[src/chgim_pkg.sv]
// Constants shared by the charger interrupt mask block.
// Assumes a single 40 MHz clock and byte-wide register access.
package chgim_pkg;

	localparam logic [7:0] CHGIM_FLAG_A_OFS = 8'h25;
	localparam logic [7:0] CHGIM_FLAG_B_OFS = 8'h26;
	localparam logic [7:0] CHGIM_MASK_A_OFS = 8'h28;
	localparam logic [7:0] CHGIM_MASK_B_OFS = 8'h29;
	localparam logic [7:0] CHGIM_MASK_A_RST = 8'h00;
	localparam logic [7:0] CHGIM_MASK_B_RST = 8'h00;
	localparam logic [7:0] CHGIM_FLAG_RST = 8'h00;
	// Writable bit positions of each mask byte; the rest are reserved.
	localparam logic [7:0] CHGIM_A_IMPL = 8'heb;
	localparam logic [7:0] CHGIM_B_IMPL = 8'h9b;

	localparam int CHGIM_A_ADC = 7;
	localparam int CHGIM_A_ICUR = 6;
	localparam int CHGIM_A_VIN = 5;
	localparam int CHGIM_A_WDOG = 3;
	localparam int CHGIM_A_CVTMR = 1;
	localparam int CHGIM_A_CHG = 0;
	localparam int CHGIM_B_PGOOD = 7;
	localparam int CHGIM_B_THERM = 4;
	localparam int CHGIM_B_REV = 3;
	localparam int CHGIM_B_FLOCK = 1;
	localparam int CHGIM_B_SOLAR = 0;

	localparam int CHGIM_CLK_PERIOD_PS = 25000;
	localparam int CHGIM_INT_PULSE_NS = 10000;
	localparam int CHGIM_INT_PULSE_CYC =
		(CHGIM_INT_PULSE_NS * 1000 + CHGIM_CLK_PERIOD_PS - 1) /
		CHGIM_CLK_PERIOD_PS;
	localparam int CHGIM_CNT_W = 9;

endpackage

[src/chgim_evdet.sv]
// Change or rising-edge detector for one event source.
// Assumes the source is already in the clock domain of this block.
`timescale 1ns/1ps
`default_nettype none
module chgim_evdet #(
	parameter int W = 1,
	parameter bit RISE = 1'b0
) (
	input wire logic clock, // Block clock.
	input wire logic rst_n, // Synchronised reset, active low.
	input wire logic [W-1:0] sig, // Watched status value.
	output logic ev // One-cycle event pulse.
);
	logic [W-1:0] prev_q;
	logic [W-1:0] prev_d;
	logic armed_q;
	logic armed_d;

	always_comb begin
		prev_d = sig;
		armed_d = 1'b1;
		// The first sample after reset only primes the history.
		if (RISE) begin
			ev = armed_q && (prev_q == '0) && (sig != '0);
		end else begin
			ev = armed_q && (prev_q != sig);
		end
	end

	always_ff @(posedge clock or negedge rst_n) begin
		if (!rst_n) begin
			prev_q <= '0;
			armed_q <= 1'b0;
		end else begin
			prev_q <= prev_d;
			armed_q <= armed_d;
		end
	end
endmodule // chgim_evdet
`default_nettype wire

[src/chgim_top.sv]
// Charger event flags, two interrupt mask bytes and the interrupt pulse.
// Assumes a byte register port from the serial front end on the same clock,
// and an external pull-up on the open-drain interrupt line.
//
// Function
// - Mask A bit 7 gates one-shot ADC completion.
// - Mask A bit 6 gates input current regulation.
// - Mask A bit 5 gates input voltage regulation.
// - Mask A bit 3 gates watchdog expiry.
// - Mask A bit 1 gates CV timer rise.
// - Mask A bit 0 gates charge state change.
// - Mask B bit 7 gates power-good toggle.
// - Mask B bit 4 gates thermistor zone change.
// - Mask B bit 3 gates reverse-mode toggle.
// - Mask B bit 1 gates frequency lock change.
// - Mask B bit 0 gates solar tracking rise.
// - Mask A at 0x28, resets to zero.
// - Mask B at 0x29, cleared by software reset.
// - Flags clear when software reads them.
`timescale 1ns/1ps
`default_nettype none
module chgim_top
	import chgim_pkg::*;
(
	input wire logic clock, // 40 MHz block clock.
	input wire logic rst_b, // Asynchronous reset, active low.
	input wire logic [7:0] reg_addr, // Register address.
	input wire logic reg_wr, // Write strobe, one cycle.
	input wire logic [7:0] reg_wdata, // Write data.
	input wire logic reg_rd, // Read strobe, one cycle.
	output logic [7:0] reg_rdata_q, // Read data, valid after reg_rd.
	input wire logic reg_reset_req, // Software register reset pulse.
	input wire logic adc_done, // ADC conversion complete pulse.
	input wire logic adc_one_shot, // ADC in one-shot mode.
	input wire logic in_cur_reg, // In input current regulation.
	input wire logic in_volt_reg, // In input voltage regulation.
	input wire logic wdog_expired, // Serial watchdog expired.
	input wire logic cv_tmr_expired, // CV timer expired.
	input wire logic [2:0] charge_state, // Charge cycle state.
	input wire logic power_good_indication, // Input power good.
	input wire logic [2:0] thermistor_zone_state, // Thermistor zone.
	input wire logic reverse_mode, // Reverse mode active.
	input wire logic freq_lock_pin, // Sync pin status, asynchronous.
	input wire logic [1:0] solar_tracking_state, // Solar tracking state.
	output logic int_pin_o_q, // Interrupt pin drive level, always 0.
	output logic int_pin_oe_q // Interrupt pin enable, high pulls low.
);
	logic [1:0] rst_sync_q;
	logic rst_n;
	logic [1:0] flock_sync_q;
	logic [15:0] ev;
	logic [7:0] mask_a_q, mask_a_d, mask_b_q, mask_b_d;
	logic [7:0] flag_a_q, flag_a_d, flag_b_q, flag_b_d;
	logic [7:0] rdata_d;
	logic [CHGIM_CNT_W-1:0] cnt_q, cnt_d;
	logic [15:0] fire;
	logic int_oe_d;

	////////////////////////////////////////////////////////////////////////
	// Reset release and pin synchroniser.

	always_ff @(posedge clock or negedge rst_b) begin
		if (!rst_b) begin
			rst_sync_q <= 2'h0;
		end else begin
			rst_sync_q <= {rst_sync_q[0], 1'b1};
		end
	end
	assign rst_n = rst_sync_q[1];

	always_ff @(posedge clock or negedge rst_n) begin
		if (!rst_n) begin
			flock_sync_q <= 2'h0;
		end else begin
			flock_sync_q <= {flock_sync_q[0], freq_lock_pin};
		end
	end

	////////////////////////////////////////////////////////////////////////
	// Event detection, low byte follows mask A and high byte mask B.

	assign ev[4] = 1'b0;
	assign ev[2] = 1'b0;
	assign ev[14] = 1'b0;
	assign ev[13] = 1'b0;
	assign ev[10] = 1'b0;

	chgim_evdet #(.W(1), .RISE(1'b1)) u_adc (
		.clock(clock), .rst_n(rst_n), .sig(adc_done & adc_one_shot),
		.ev(ev[CHGIM_A_ADC]));
	chgim_evdet #(.W(1), .RISE(1'b1)) u_icur (
		.clock(clock), .rst_n(rst_n), .sig(in_cur_reg),
		.ev(ev[CHGIM_A_ICUR]));
	chgim_evdet #(.W(1), .RISE(1'b1)) u_vin (
		.clock(clock), .rst_n(rst_n), .sig(in_volt_reg),
		.ev(ev[CHGIM_A_VIN]));
	chgim_evdet #(.W(1), .RISE(1'b1)) u_wdog (
		.clock(clock), .rst_n(rst_n), .sig(wdog_expired),
		.ev(ev[CHGIM_A_WDOG]));
	chgim_evdet #(.W(1), .RISE(1'b1)) u_cvtmr (
		.clock(clock), .rst_n(rst_n), .sig(cv_tmr_expired),
		.ev(ev[CHGIM_A_CVTMR]));
	chgim_evdet #(.W(3), .RISE(1'b0)) u_chg (
		.clock(clock), .rst_n(rst_n), .sig(charge_state),
		.ev(ev[CHGIM_A_CHG]));
	chgim_evdet #(.W(1), .RISE(1'b0)) u_pgood (
		.clock(clock), .rst_n(rst_n), .sig(power_good_indication),
		.ev(ev[8 + CHGIM_B_PGOOD]));
	chgim_evdet #(.W(3), .RISE(1'b0)) u_therm (
		.clock(clock), .rst_n(rst_n), .sig(thermistor_zone_state),
		.ev(ev[8 + CHGIM_B_THERM]));
	chgim_evdet #(.W(1), .RISE(1'b0)) u_rev (
		.clock(clock), .rst_n(rst_n), .sig(reverse_mode),
		.ev(ev[8 + CHGIM_B_REV]));
	chgim_evdet #(.W(1), .RISE(1'b0)) u_flock (
		.clock(clock), .rst_n(rst_n), .sig(flock_sync_q[1]),
		.ev(ev[8 + CHGIM_B_FLOCK]));
	chgim_evdet #(.W(2), .RISE(1'b1)) u_solar (
		.clock(clock), .rst_n(rst_n), .sig(solar_tracking_state),
		.ev(ev[8 + CHGIM_B_SOLAR]));

	////////////////////////////////////////////////////////////////////////
	// Registers: masks, flags and read data.

	always_comb begin
		mask_a_d = mask_a_q;
		mask_b_d = mask_b_q;
		flag_a_d = flag_a_q;
		flag_b_d = flag_b_q;
		rdata_d = reg_rdata_q;
		if (reg_wr && reg_addr == CHGIM_MASK_A_OFS) begin
			mask_a_d = reg_wdata & CHGIM_A_IMPL;
		end
		if (reg_wr && reg_addr == CHGIM_MASK_B_OFS) begin
			mask_b_d = reg_wdata & CHGIM_B_IMPL;
		end
		if (reg_reset_req) begin
			mask_a_d = CHGIM_MASK_A_RST;
			mask_b_d = CHGIM_MASK_B_RST;
		end
		if (reg_rd) begin
			unique case (reg_addr)
				CHGIM_FLAG_A_OFS: begin
					rdata_d = flag_a_q;
					flag_a_d = CHGIM_FLAG_RST;
				end
				CHGIM_FLAG_B_OFS: begin
					rdata_d = flag_b_q;
					flag_b_d = CHGIM_FLAG_RST;
				end
				CHGIM_MASK_A_OFS: rdata_d = mask_a_q;
				CHGIM_MASK_B_OFS: rdata_d = mask_b_q;
				default: rdata_d = 8'h00;
			endcase
		end
		// A new event wins over the clear of a read in the same cycle.
		flag_a_d = flag_a_d | ev[7:0];
		flag_b_d = flag_b_d | ev[15:8];
	end

	always_ff @(posedge clock or negedge rst_n) begin
		if (!rst_n) begin
			mask_a_q <= CHGIM_MASK_A_RST;
			mask_b_q <= CHGIM_MASK_B_RST;
			flag_a_q <= CHGIM_FLAG_RST;
			flag_b_q <= CHGIM_FLAG_RST;
			reg_rdata_q <= 8'h00;
		end else begin
			mask_a_q <= mask_a_d;
			mask_b_q <= mask_b_d;
			flag_a_q <= flag_a_d;
			flag_b_q <= flag_b_d;
			reg_rdata_q <= rdata_d;
		end
	end

	////////////////////////////////////////////////////////////////////////
	// Interrupt pulse: an unmasked event (re)starts a fixed-length pulse.

	always_comb begin
		fire = ev & ~{mask_b_q, mask_a_q};
		cnt_d = cnt_q;
		if (|fire) begin
			cnt_d = CHGIM_CNT_W'(CHGIM_INT_PULSE_CYC);
		end else if (cnt_q != '0) begin
			cnt_d = cnt_q - CHGIM_CNT_W'(1);
		end
		int_oe_d = (cnt_d != '0);
	end

	always_ff @(posedge clock or negedge rst_n) begin
		if (!rst_n) begin
			cnt_q <= '0;
			int_pin_oe_q <= 1'b0;
			int_pin_o_q <= 1'b0;
		end else begin
			cnt_q <= cnt_d;
			int_pin_oe_q <= int_oe_d;
			int_pin_o_q <= 1'b0;
		end
	end
endmodule // chgim_top
`default_nettype wire

[config.mk]
export PLATFORM = sky130hd
export DESIGN_NAME = chgim_top
export DESIGN_NICKNAME = d
export VERILOG_FILES = /design/src/chgim_pkg.sv /design/src/chgim_evdet.sv /design/src/chgim_top.sv
export SDC_FILE = /design/constraint.sdc
export NUM_CORES = 1
export LEC_CHECK = 0
export BUFFER_PORTS_ARGS = -buffer_cell sky130_fd_sc_hd__buf_2
export CAP_MARGIN = 10
export CORE_ASPECT_RATIO = 1.25
export CORE_MARGIN = 5
export CORE_UTILIZATION = 40
export DETAILED_ROUTE_END_ITERATION = 10
export GPL_TIMING_DRIVEN = 1
export SETUP_SLACK_MARGIN = 0.05
export SLEW_MARGIN = 10
export SYNTH_ARGS = -nofsm -noshare
export SYNTH_HDL_FRONTEND = slang
export SYNTH_SLANG_ARGS = --single-unit
[constraint.sdc]
create_clock -name clock -period 2.4 [get_ports clock]
set_clock_uncertainty 0.1 [all_clocks]
set_input_delay 0.48 -clock clock [delete_from_list [all_inputs] [get_ports clock]]
set_output_delay 0.48 -clock clock [all_outputs]
set_load 0.01 [all_outputs]
# --- Yosys cells after proc, flatten, opt, wreduce, memory -nomap -nowiden ---
# Cells that the tools add are included.
word_totals:
  reg_bits: 71
  in_bits: 38
classes:
  addsub: 1
  eq_ne: 9
  muxes: 11
  bitwise: 10
  reduce_logical: 26
ops:
  columns: ["cell", "count"]
  rows:
  - ["$mux W8", 8]
  - ["$eq A8 B6 Y1 const B", 4]
  - ["$pmux W8 S4", 1]
  - ["$logic_and A1 B1 Y1", 19]
  - ["$mux W9", 2]
  - ["$reduce_bool A9 Y1", 2]
  - ["$and A16 B16 Y16", 1]
  - ["$not A16 Y16", 1]
  - ["$or A8 B8 Y8", 2]
  - ["$reduce_or A16 Y1", 1]
  - ["$sub A9 B1 Y9 const B", 1]
  - ["$ne A3 B3 Y1", 2]
  - ["$reduce_bool A2 Y1", 3]
  - ["$not A1 Y1", 5]
  - ["$ne A1 B1 Y1", 3]
  - ["$logic_not A2 Y1", 1]
  - ["$and A1 B1 Y1", 1]

# --- Logic depth before layout (Yosys ltp) ---
# Gate-level depths: netlist of the first run.
depth:
  word_depth: 7
  depth_mapped: 7
  depth_no_buf: 7

# --- By module ---
# From an unflattened synthesis of the first run, not the netlist that was laid out.
unflattened:
  hier_cells: 261
  area_unflattened_um2: 3011.6
by_module_without_submodules:
  columns: ["module", "n_inst", "cells_each", "area_each_um2", "seq_area_each_um2"]
  rows:
  - ["chgim_top", 1, 202, 2117.0, 1076.0]
  - ["chgim_evdet (u_adc ...)", 5, 4, 62.6, 50.0]
  - ["chgim_evdet (u_chg ...)", 2, 9, 138.9, 100.1]
  - ["chgim_evdet (u_flock ...)", 3, 5, 68.8, 50.0]
  - ["chgim_evdet (u_solar)", 1, 6, 97.6, 75.1]

# --- Worst setup path after synthesis of the first run ---
# No wires, ideal clock.
synth_timing:
  path_kind: "input -> register"
  start: "in reg_addr[4]"
  end: "reg mask_a_q[0]"
  setup_ns: 0.136
  arrival_time_ns: 1.888
  t_required_ns: 2.164
  setup_slack_ns: 0.275
  stages: 6
  path_cell_list: "or4b_4 nor4_4 buf_2 nand2_1 nand2_1 a21oi_1"
synth_between:
  elab_chain_len: 3
synth_rtl:
  columns: ["element", "line", "source"]
  rows:
  - ["start, declared", "chgim_top.sv:27", "input wire logic [7:0] reg_addr,"]
  - ["$eq A8 B6 Y1", "chgim_top.sv:131", "if (reg_wr && reg_addr == CHGIM_MASK_A_OFS) begin"]
  - ["$logic_and A1 B1 Y1", "chgim_top.sv:131", null]
  - ["$reduce_bool A2 Y1 (no source line)", null, null]
  - ["end signal, assigned", "chgim_top.sv:169", "mask_a_q <= mask_a_d;"]
  - ["end, declared", "chgim_top.sv:52", "logic [7:0] mask_a_q, mask_a_d, mask_b_q, mask_b_d;"]
# No other way between the ends.
# A chain may end at the register's enable or synchronous reset.

# --- Worst setup path after layout of the first run ---
layout_timing:
  start: "reg cnt_q[0]"
  end: "reg int_pin_oe_q"
layout_between:
  elab_chain_len: 4
  word_cells_on_any_way: 5
  cone_classes: "add/sub (1); mux (2); reduce/logical (2)"
layout_rtl:
  columns: ["element", "line", "source"]
  rows:
  - ["start, declared", "chgim_top.sv:55", "logic [CHGIM_CNT_W-1:0] cnt_q, cnt_d;"]
  - ["start signal, assigned", "chgim_top.sv:197", "cnt_q <= cnt_d;"]
  - ["$sub A9 B1 Y9 / $reduce_bool A9 Y1 (equally long branches)", "chgim_top.sv:186, chgim_top.sv:185", null]
  - ["$mux W9 *", "chgim_top.sv:185", "end else if (cnt_q != '0) begin"]
  - ["$mux W9 *", "chgim_top.sv:183", "if (|fire) begin"]
  - ["$reduce_bool A9 Y1 *", "chgim_top.sv:188", "int_oe_d = (cnt_d != '0);"]
  - ["via int_oe_d", "chgim_top.sv:57", "logic int_oe_d;"]
  - ["end signal, assigned", "chgim_top.sv:198", "int_pin_oe_q <= int_oe_d;"]
  - ["end, declared", "chgim_top.sv:46", "output logic int_pin_oe_q"]
# Mark *: on every way through the listed nets, which the timed path passes. The rest lies on a longest branch.

==> impl_metrics.json, run 1 <==
{
  "status": "finished clean",
  "ys_warn_count": 0,
  "cp_slowest_cell": "or4b_1",
  "totalWireLength_mm": 5.87,
  "maxSlewHeadroom_pct": 48.2,
  "synth_edf_count": 0,
  "antenna_found_initial": 0,
  "drtIter0Drc": 96,
  "final_common_cell": "dfrtp_1",
  "ys_seq_elements": 60,
  "overflow": 0,
  "setup_viol": 0,
  "critPathMaxStageDelay_ns": 0.50,
  "path_class": "reg2reg",
  "async_flop_share_pct": 100,
  "postSynthAreaPerCell_um2": 11.0,
  "nets": 341,
  "timing.rr.end": "int_pin_oe_q$_DFF_PN0_",
  "layout-drive-gt1-share_pct": 25.5,
  "p_clk_share_pct": 38.6,
  "whs_endpoint": "flock_sync_q[0]$_DFF_PN0_",
  "ys.flop_type": "dfrtp_1",
  "r2r-start": "cnt_q[0]$_DFF_PN0_",
  "crit_buf_inv": 1,
  "cp_max_fo": 5,
  "critPathRequiredTime_ns": 2.51,
  "n_antenna_cell": 0,
  "cts_root_buf": "clkbuf_8",
  "synth.yosys.seq_area_share_pct": 56.5,
  "startpoint_type": "register",
  "min_from": "freq_lock_pin",
  "place.gp.congestion": 0.802,
  "drc": 0,
  "initial_utilization_pct": 40.7,
  "die_w_um": 82.9,
  "finalSetupTns_ns": 0,
  "path_cells": "inv_1 -> ha_1 -> or4b_1 -> o21ai_0 -> and3_1 -> o21ai_0 -> nand4bb_1",
  "hp-class": "in2reg",
  "dr.pass1.iters": 4,
  "clockBufferDepth": 2,
  "layout_common_cells": "dfrtp_1 (59), buf_2 (44), nand2_1 (28), inv_1 (18)",
  "power.internal_uw": 1540,
  "power_density_nw_per_um2": 635,
  "syn_area_um2": 2660,
  "grt_pass1_vias": 2017,
  "arrival_ns": 2.27,
  "grt_pass1_wl_mm": 9.72,
  "r2r.worst_path.cells": 7,
  "fill_cells": 639,
  "row_count": 33,
  "port_buffers": 44,
  "crit_top_cell": "o21ai_0",
  "clock_latency_ns": 0.34,
  "r2r_slack_ns": 0.23,
  "crit_cells": 7,
  "whs_path_depth": 1,
  "rsz0062_at_grt": "no",
  "dp_hpwl_mm": 4.37,
  "drv_slew": 0,
  "cts_setup_buffers": 0,
  "period_minus_slack_ns": 2.17,
  "ioPinCount": 48,
  "critPathTopFamily": "simple AND/OR/NAND/NOR gates",
  "syn_to_final_growth_pct": 21.2,
  "cts_sinks": 60,
  "cp-end-kind": "register",
  "worst_slew_pin_slew_ns": 0.769,
  "h-tree-depth": 3,
  "vias_per_cell": 5.27,
  "path_clk_slew_ns": 0.06,
  "cts_tree": "done",
  "pwr-share-seq_pct": 52.3,
  "finalHoldViolCount": 0,
  "synthDistinctLibCells": 48,
  "fmax_ghz": 0.462,
  "routedWlPerCell_um": 14.9,
  "period_share_pct": 90.3,
  "p_comb_share_pct": 9.1,
  "dpl_cell_area_um2": 3040,
  "power.switching_uw": 501,
  "antenna_left": 0,
  "swShare_pct": 24.5,
  "vias": 2072,
  "leakage_uw": 0.00140,
  "track_usage_pct": 14.7,
  "final_area_um2": 3220,
  "grt_max_degree": 33,
  "vdd_drop_max_mv": 0.291,
  "die_area_um2": 8380,
  "maxCapViolCount": 0,
  "core_area_um2": 6520,
  "die_h_um": 101,
  "numCtsBuffers": 9,
  "synthCells": 242
}
[worst max path at each step]
stage,slack (ns),end,startpoint
5_1_grt,0.09,int_pin_oe_q$_DFF_PN0_,cnt_q[0]$_DFF_PN0_
4_1_cts,0.23,int_pin_oe_q$_DFF_PN0_,cnt_q[0]$_DFF_PN0_
3_5_place_dp,0.15,reg_rdata_q[7]$_DFFE_PN0P_,reg_addr[4]
6_report,0.23,int_pin_oe_q$_DFF_PN0_,cnt_q[0]$_DFF_PN0_
2_1_floorplan,0.28,mask_a_q[0]$_DFFE_PN0P_,reg_addr[4]
3_3_place_gp,0.14,cnt_q[7]$_DFF_PN0_,adc_done
[registers in the layout (all words and copies together) (netlist names)]
register	count
rst_sync_q	2
mask_a_q	6
u_therm.prev_q	3
u_cvtmr.prev_q	1
flag_b_q	5
int_pin_oe_q	1
u_flock.prev_q	1
u_rev.prev_q	1
u_chg.prev_q	3
flock_sync_q	2
u_adc.prev_q	1
u_solar.armed_q	1
flag_a_q	6
cnt_q	9
u_pgood.prev_q	1
u_solar.prev_q	2
u_vin.prev_q	1
mask_b_q	5
reg_rdata_q	7
u_icur.prev_q	1
u_wdog.prev_q	1
[cells in the mapped netlist, drive strengths merged, types with 3 or more instances]
cell | count | area [um2]
a32o | 4 | 40.0
xor2 | 5 | 43.8
o22ai | 8 | 50.1
nand2b | 4 | 25.0
a22o | 5 | 43.8
o21ai | 5 | 25.0
dfrtp | 60 | 1500
buf | 5 | 30.0
nand2 | 29 | 111
nor4b | 5 | 71.3
a21oi | 14 | 70.1
nor3b | 3 | 22.5
xnor2 | 7 | 61.3
a211oi | 3 | 22.5
inv | 18 | 67.6
nor2 | 10 | 37.5
nand3 | 14 | 70.1
clkbuf | 3 | 11.3
nand3b | 3 | 22.5
a31oi | 4 | 25.0
a221oi | 4 | 35.0
a22oi | 3 | 22.5
[kinds of logic after synthesis]
group	synth area share, %
fa+ha+maj	0.471
simple gates	18.4
xor+xnor	3.95
compound gates	16.3
other cells	0.283
buf+inv	4.10
flops	56.5
[cell type report]
class                   count  area [um2]  area share [%]
well taps                  87         109            3.38
flip-flops and latches     60        1500            46.7
clock buffers              13         159            4.93
inverters                  18        67.6            2.10
repair buffers             55         318            9.87
multi-input cells         158        1050            32.8
clock inverters             2        10.0           0.311
[repair_timing]
item,4_1_cts,5_1_grt
hold endpoints to repair,2,0
hold buffers,1,0
resized for setup,0,0
[power groups by stage]
stage / Sequential (uW) / Clock, uW / Combinational, uW
2_1_floorplan: 1090 / 0 / 106
3_3_place_gp: 1090 / 0 / 184
3_5_place_dp: 1090 / 0 / 186
4_1_cts: 1070 / 816 / 189
5_1_grt: 1070 / 859 / 208
6_report: 1070 / 790 / 186
[through the flow]
| stage | total power [uW] | cells | setup WS (ns) | hold WS, ns | utilization, % |
|---|---|---|---|---|---|
| 6_report | 2050 | 393 | 0.234 | 0.148 | 49.4 |
| 5_1_grt | 2140 | 393 | 0.0861 | 0.132 | 49.4 |
| 4_1_cts | 2070 | 393 | 0.228 | 0.133 | 49.4 |
| 3_5_place_dp | 1270 | 377 | 0.147 | 0.169 | 46.6 |
| 3_3_place_gp | 1270 | 377 | 0.143 | 0.169 | 46.6 |
| 2_1_floorplan | 1190 | 244 | 0.275 | 0.0844 | - |
[metal layers]
metal | wire, um | share of wire (%) | vias up | global-route usage, %
met3 | 292 | 5.0 | 13 | 4.56
met1 | 2440 | 42 | 1020 | 16.7
li1 | - | - | 987 | -
met4 | 125 | 2.1 | 0 | 6.54
met5 | 0 | 0 | - | 0
met2 | 3020 | 51 | 52 | 25.8
Power figures use the tool's default switching activity.
==> inputs of run 2 (changes only) <==
- BUFFER_PORTS_ARGS: -buffer_cell sky130_fd_sc_hd__buf_2 -> -buffer_cell sky130_fd_sc_hd__buf_4
- CORE_MARGIN: 5 -> 2
==> impl_metrics.json, run 2 (synthesis gave the netlist of run 1 again) <==
{
  "status": "finished clean",
  "whs_endpoint": "flock_sync_q[0]$_DFF_PN0_",
  "fill_cells": 604,
  "syn_to_final_growth_pct": 27.3,
  "layout_common_cells": "dfrtp_1 (59), buf_4 (50), nand2_1 (28), inv_1 (18)",
  "cts_setup_buffers": 0,
  "clockBufferDepth": 2,
  "crit_top_cell": "o21ai_0",
  "overflow": 0,
  "finalSetupTns_ns": 0,
  "vdd_drop_max_mv": 0.377,
  "routedWlPerCell_um": 15.1,
  "critPathRequiredTime_ns": 2.51,
  "fmax_ghz": 0.464,
  "arrival_ns": 2.27,
  "r2r.worst_path.cells": 7,
  "cts_resized": 0,
  "r2r_slack_ns": 0.24,
  "port_buffers": 44,
  "use_met3_pct": 4.45,
  "worst_slew_pin_slew_ns": 0.691,
  "n_antenna_cell": 0,
  "regMostFlops": "cnt_q",
  "track_usage_pct": 18.0,
  "grt_pass1_wl_mm": 9.85,
  "totalWireLength_mm": 5.93,
  "grt_use_met2_pct": 30.0,
  "cts_tree": "done",
  "register_area_um2": 1500,
  "final_common_cell": "dfrtp_1",
  "drtIter0Drc": 112,
  "layout-drive-gt1-share_pct": 25.8,
  "rsz0062_at_grt": "no",
  "vias_per_cell": 5.18,
  "place.gp.congestion": 0.873,
  "cts_root_buf": "clkbuf_8",
  "period_share_pct": 89.9,
  "min_from": "freq_lock_pin",
  "antenna_found_initial": 0,
  "path_cells": "inv_1 -> ha_1 -> or4b_1 -> o21ai_0 -> and3_1 -> o21ai_0 -> nand4bb_1",
  "drv_slew": 0,
  "grt_pass1_vias": 1980,
  "setup_viol": 0,
  "clock_latency_ns": 0.34,
  "drc": 0,
  "whs_path_depth": 1,
  "multiInputGateArea_um2": 1050,
  "globalRouteMet1Util_pct": 21.8,
  "numCtsBuffers": 9,
  "cp_slowest_cell": "or4b_1",
  "cp-end-kind": "register",
  "maxSlewHeadroom_pct": 53.4,
  "timing.rr.end": "int_pin_oe_q$_DFF_PN0_",
  "nets": 340,
  "finalHoldViolCount": 0,
  "cts_sinks": 60,
  "r2r-start": "cnt_q[0]$_DFF_PN0_",
  "cp_max_fo": 5,
  "antenna_left": 0,
  "hp-class": "in2reg",
  "die_w_um": 76.9,
  "leakage_uw": 0.00145,
  "path_class": "reg2reg",
  "dp_hpwl_mm": 4.29,
  "die_area_um2": 7320,
  "dr.pass1.iters": 4,
  "startpoint_type": "register",
  "die_h_um": 95.1,
  "maxCapViolCount": 0,
  "critPathMaxStageDelay_ns": 0.51,
  "largest_reg_flops": 9,
  "row_count": 33,
  "power_density_nw_per_um2": 650,
  "core_area_um2": 6480,
  "ioPinCount": 48,
  "grt.busiest_layer": "met2",
  "vias": 2035,
  "h-tree-depth": 3,
  "grt_max_degree": 35,
  "largestRegisters": "cnt_q (9), reg_rdata_q (7)",
  "finalPower_uw": 2200,
  "path_clk_slew_ns": 0.07,
  "period_minus_slack_ns": 2.16,
  "initial_utilization_pct": 41.0
}
-- run 2: layer usage --
layer	up-vias	share of wire, %
met5	-	0
met4	0	2.0
met3	14	4.6
met2	52	51
met1	980	43
li1	989	-
-- run 2: where the power goes --
group	leakage [uW]	switching, uW	internal, uW
Sequential	0.000711	27.2	1040
Clock	0.000102	395	533
Combinational	0.000631	106	98.3
Total	0.00145	527	1670
-- run 2: area by class of cell --
cell class / instances / share of cell area [%]
inverters: 18 / 2.00
clock buffers: 12 / 4.59
clock inverters: 4 / 1.41
repair buffers: 54 / 13.2
well taps: 87 / 3.22
flip-flops and latches: 60 / 44.4
multi-input cells: 158 / 31.2
-- run 2: how the worst max path moves through the flow --
stage / startpoint / end / slack (ns)
2_1_floorplan: reg_addr[4] / mask_a_q[0]$_DFFE_PN0P_ / 0.28
3_3_place_gp: reg_addr[4] / mask_b_q[7]$_DFFE_PN0P_ / 0.13
3_5_place_dp: power_good_indication / cnt_q[7]$_DFF_PN0_ / 0.12
4_1_cts: cnt_q[0]$_DFF_PN0_ / int_pin_oe_q$_DFF_PN0_ / 0.25
5_1_grt: cnt_q[0]$_DFF_PN0_ / int_pin_oe_q$_DFF_PN0_ / 0.14
6_report: cnt_q[0]$_DFF_PN0_ / int_pin_oe_q$_DFF_PN0_ / 0.24
-- run 2: metrics by stage --
step	worst slack (ns)	util, %	instance area [um2]	hold slack, ns	cells
detailed placement	0.125	48.9	3170	0.164	376
floorplan	0.275	-	2670	0.0844	244
finish	0.243	52.2	3380	0.146	393
global route	0.139	52.2	3380	0.135	393
CTS	0.251	52.2	3380	0.135	393
global placement	0.133	48.9	3170	0.163	376
-- run 2: what timing repair did --
action,in CTS,in global routing
hold endpoints to repair,2,0
setup endpoints to repair,0,0
hold buffers,1,0
-- run 2: worst max-delay path, delay by kind of cell, from the launching register on --
| family | cells | cell delay, ns |
|---|---|---|
| AOI/OAI and AO/OA | 2 | 0.32 |
| adders and majority gates | 1 | 0.20 |
| buffers and inverters | 1 | 0.09 |
| DFF | 1 | 0.45 |
| and+or+nand+nor | 3 | 0.88 |
==> inputs of run 3 (changes only) <==
- clock period: 2.4 -> 2.7 ns (I/O delays scaled with it)
==> impl_metrics.json, run 3 (synthesis gave the netlist of run 1 again) <==
{
  "rsz0062_at_grt": "no",
  "syn_to_final_growth_pct": 25.6,
  "maxCapViolCount": 0,
  "startpoint_type": "register",
  "ioPinCount": 48,
  "setup_viol": 0,
  "period_minus_slack_ns": 2.14,
  "port_buffers": 44,
  "critPathRequiredTime_ns": 2.82,
  "hp-class": "in2reg",
  "layout_common_cells": "dfrtp_1 (59), buf_4 (52), nand2_1 (28), inv_1 (18)",
  "cp-end-kind": "register",
  "cp_slowest_cell": "or4b_1",
  "numCtsBuffers": 9,
  "grt_pass1_vias": 2088,
  "cp_max_fo": 5,
  "cp-endpoint": "int_pin_oe_q$_DFF_PN0_",
  "vdd_drop_max_mv": 0.363,
  "totalWireLength_mm": 5.91,
  "drtIter0Drc": 136,
  "antenna_found_initial": 0,
  "dp_hpwl_mm": 4.27,
  "dp_slack_ns": 0.316,
  "fin_util_pct": 51.5,
  "timing.rr.end": "int_pin_oe_q$_DFF_PN0_",
  "dp_cells": 375,
  "r2r.worst_path.cells": 7,
  "clockBufferDepth": 2,
  "drv_slew": 0,
  "finalSetupTns_ns": 0,
  "power_density_nw_per_um2": 585,
  "period_share_pct": 79.2,
  "path_cells": "inv_1 -> ha_1 -> or4b_1 -> nor3_1 -> a31oi_1 -> a311oi_1 -> nand4bb_1",
  "die_area_um2": 7320,
  "antenna_left": 0,
  "critPathMaxStageDelay_ns": 0.50,
  "layout-drive-gt1-share_pct": 25.6,
  "cts_sinks": 60,
  "cts_tree": "done",
  "arrival_ns": 2.25,
  "r2r-start": "cnt_q[0]$_DFF_PN0_",
  "h-tree-depth": 3,
  "nets": 339,
  "largestRegisters": "cnt_q (9), reg_rdata_q (7)",
  "worst_slew_pin_slew_ns": 0.723,
  "track_usage_pct": 18.4,
  "grt_pass1_wl_mm": 10.2,
  "largest_reg_flops": 9,
  "instances_no_fill": 392,
  "dr.pass1.iters": 4,
  "r2r_slack_ns": 0.56,
  "routedWlPerCell_um": 15.1,
  "status": "finished clean",
  "finalWorstSetupSlack_ns": 0.560,
  "cts_root_buf": "clkbuf_8",
  "n_antenna_cell": 0,
  "finalPower_uw": 1950,
  "place.gp.congestion": 0.836,
  "cts_setup_buffers": 0,
  "clock_latency_ns": 0.34,
  "finalHoldViolCount": 0,
  "leakage_uw": 0.00143,
  "path_clk_slew_ns": 0.07,
  "regMostFlops": "cnt_q",
  "drc": 0,
  "grt_max_degree": 59,
  "fmax_ghz": 0.467,
  "path_class": "reg2reg",
  "core_area_um2": 6480,
  "overflow": 0,
  "vias": 2036,
  "final_common_cell": "dfrtp_1",
  "initial_utilization_pct": 41.0,
  "maxSlewHeadroom_pct": 51.8,
  "row_count": 33,
  "critPathLaunch": "cnt_q[0]$_DFF_PN0_",
  "die_h_um": 95.1,
  "vias_per_cell": 5.19,
  "die_w_um": 76.9
}
## run 3: how the worst min path moves through the flow
stage,end,slack [ns],startpoint,depth (start not counted)
2_1_floorplan,rst_sync_q[0]$_DFF_PN0_,0.14,rst_b,0
3_3_place_gp,rst_sync_q[0]$_DFF_PN0_,0.22,rst_b,1
3_5_place_dp,rst_sync_q[0]$_DFF_PN0_,0.22,rst_b,1
4_1_cts,flock_sync_q[0]$_DFF_PN0_,0.19,freq_lock_pin,1
5_1_grt,u_chg.prev_q[1]$_DFF_PN0_,0.19,charge_state[1],1
6_report,flock_sync_q[0]$_DFF_PN0_,0.21,freq_lock_pin,1
## run 3: layout make-up
cell class	instances	area (um2)
fillers	634	3150
clock inverters	4	47.5
well taps	87	109
inverters	18	67.6
flip-flops and latches	60	1500
repair buffers	53	400
clock buffers	12	155
multi-input cells	158	1050
## run 3: per-stage QoR
step                cell area (um2)  hold WS [ns]
floorplan                      2670         0.144
global placement               3120         0.223
detailed placement             3120         0.223
CTS                            3340         0.190
global route                   3340         0.192
finish                         3340         0.207
## run 3: what timing repair did
item	CTS	global route
endpoints found under the hold margin	2	0
hold buffers	1	0
gates resized for setup	0	0
## run 3: routing by layer
metal  share of wire [%]  wire [um]  up-vias  global-route usage (%)
met1                  46       2690      989                    23.0
met3                 3.4        202       13                    4.26
met4                 2.4        143        0                    9.09
met5                   0          0        -                       0
li1                    -          -      989                       -
met2                  49       2870       45                    30.3
## run 3: power by group
group	switching [uW]	total (uW)	internal (uW)
logic	99.3	184	84.2
registers	17.2	941	924
clock network	354	827	474
## run 3: worst max-delay path: cells and delay by family, from the launching register on
family | cells | cell delay (ns)
and+or+nand+nor | 3 | 0.83
buffers and inverters | 1 | 0.09
adders and majority gates | 1 | 0.20
DFF | 1 | 0.45
AOI/OAI and AO/OA | 2 | 0.35
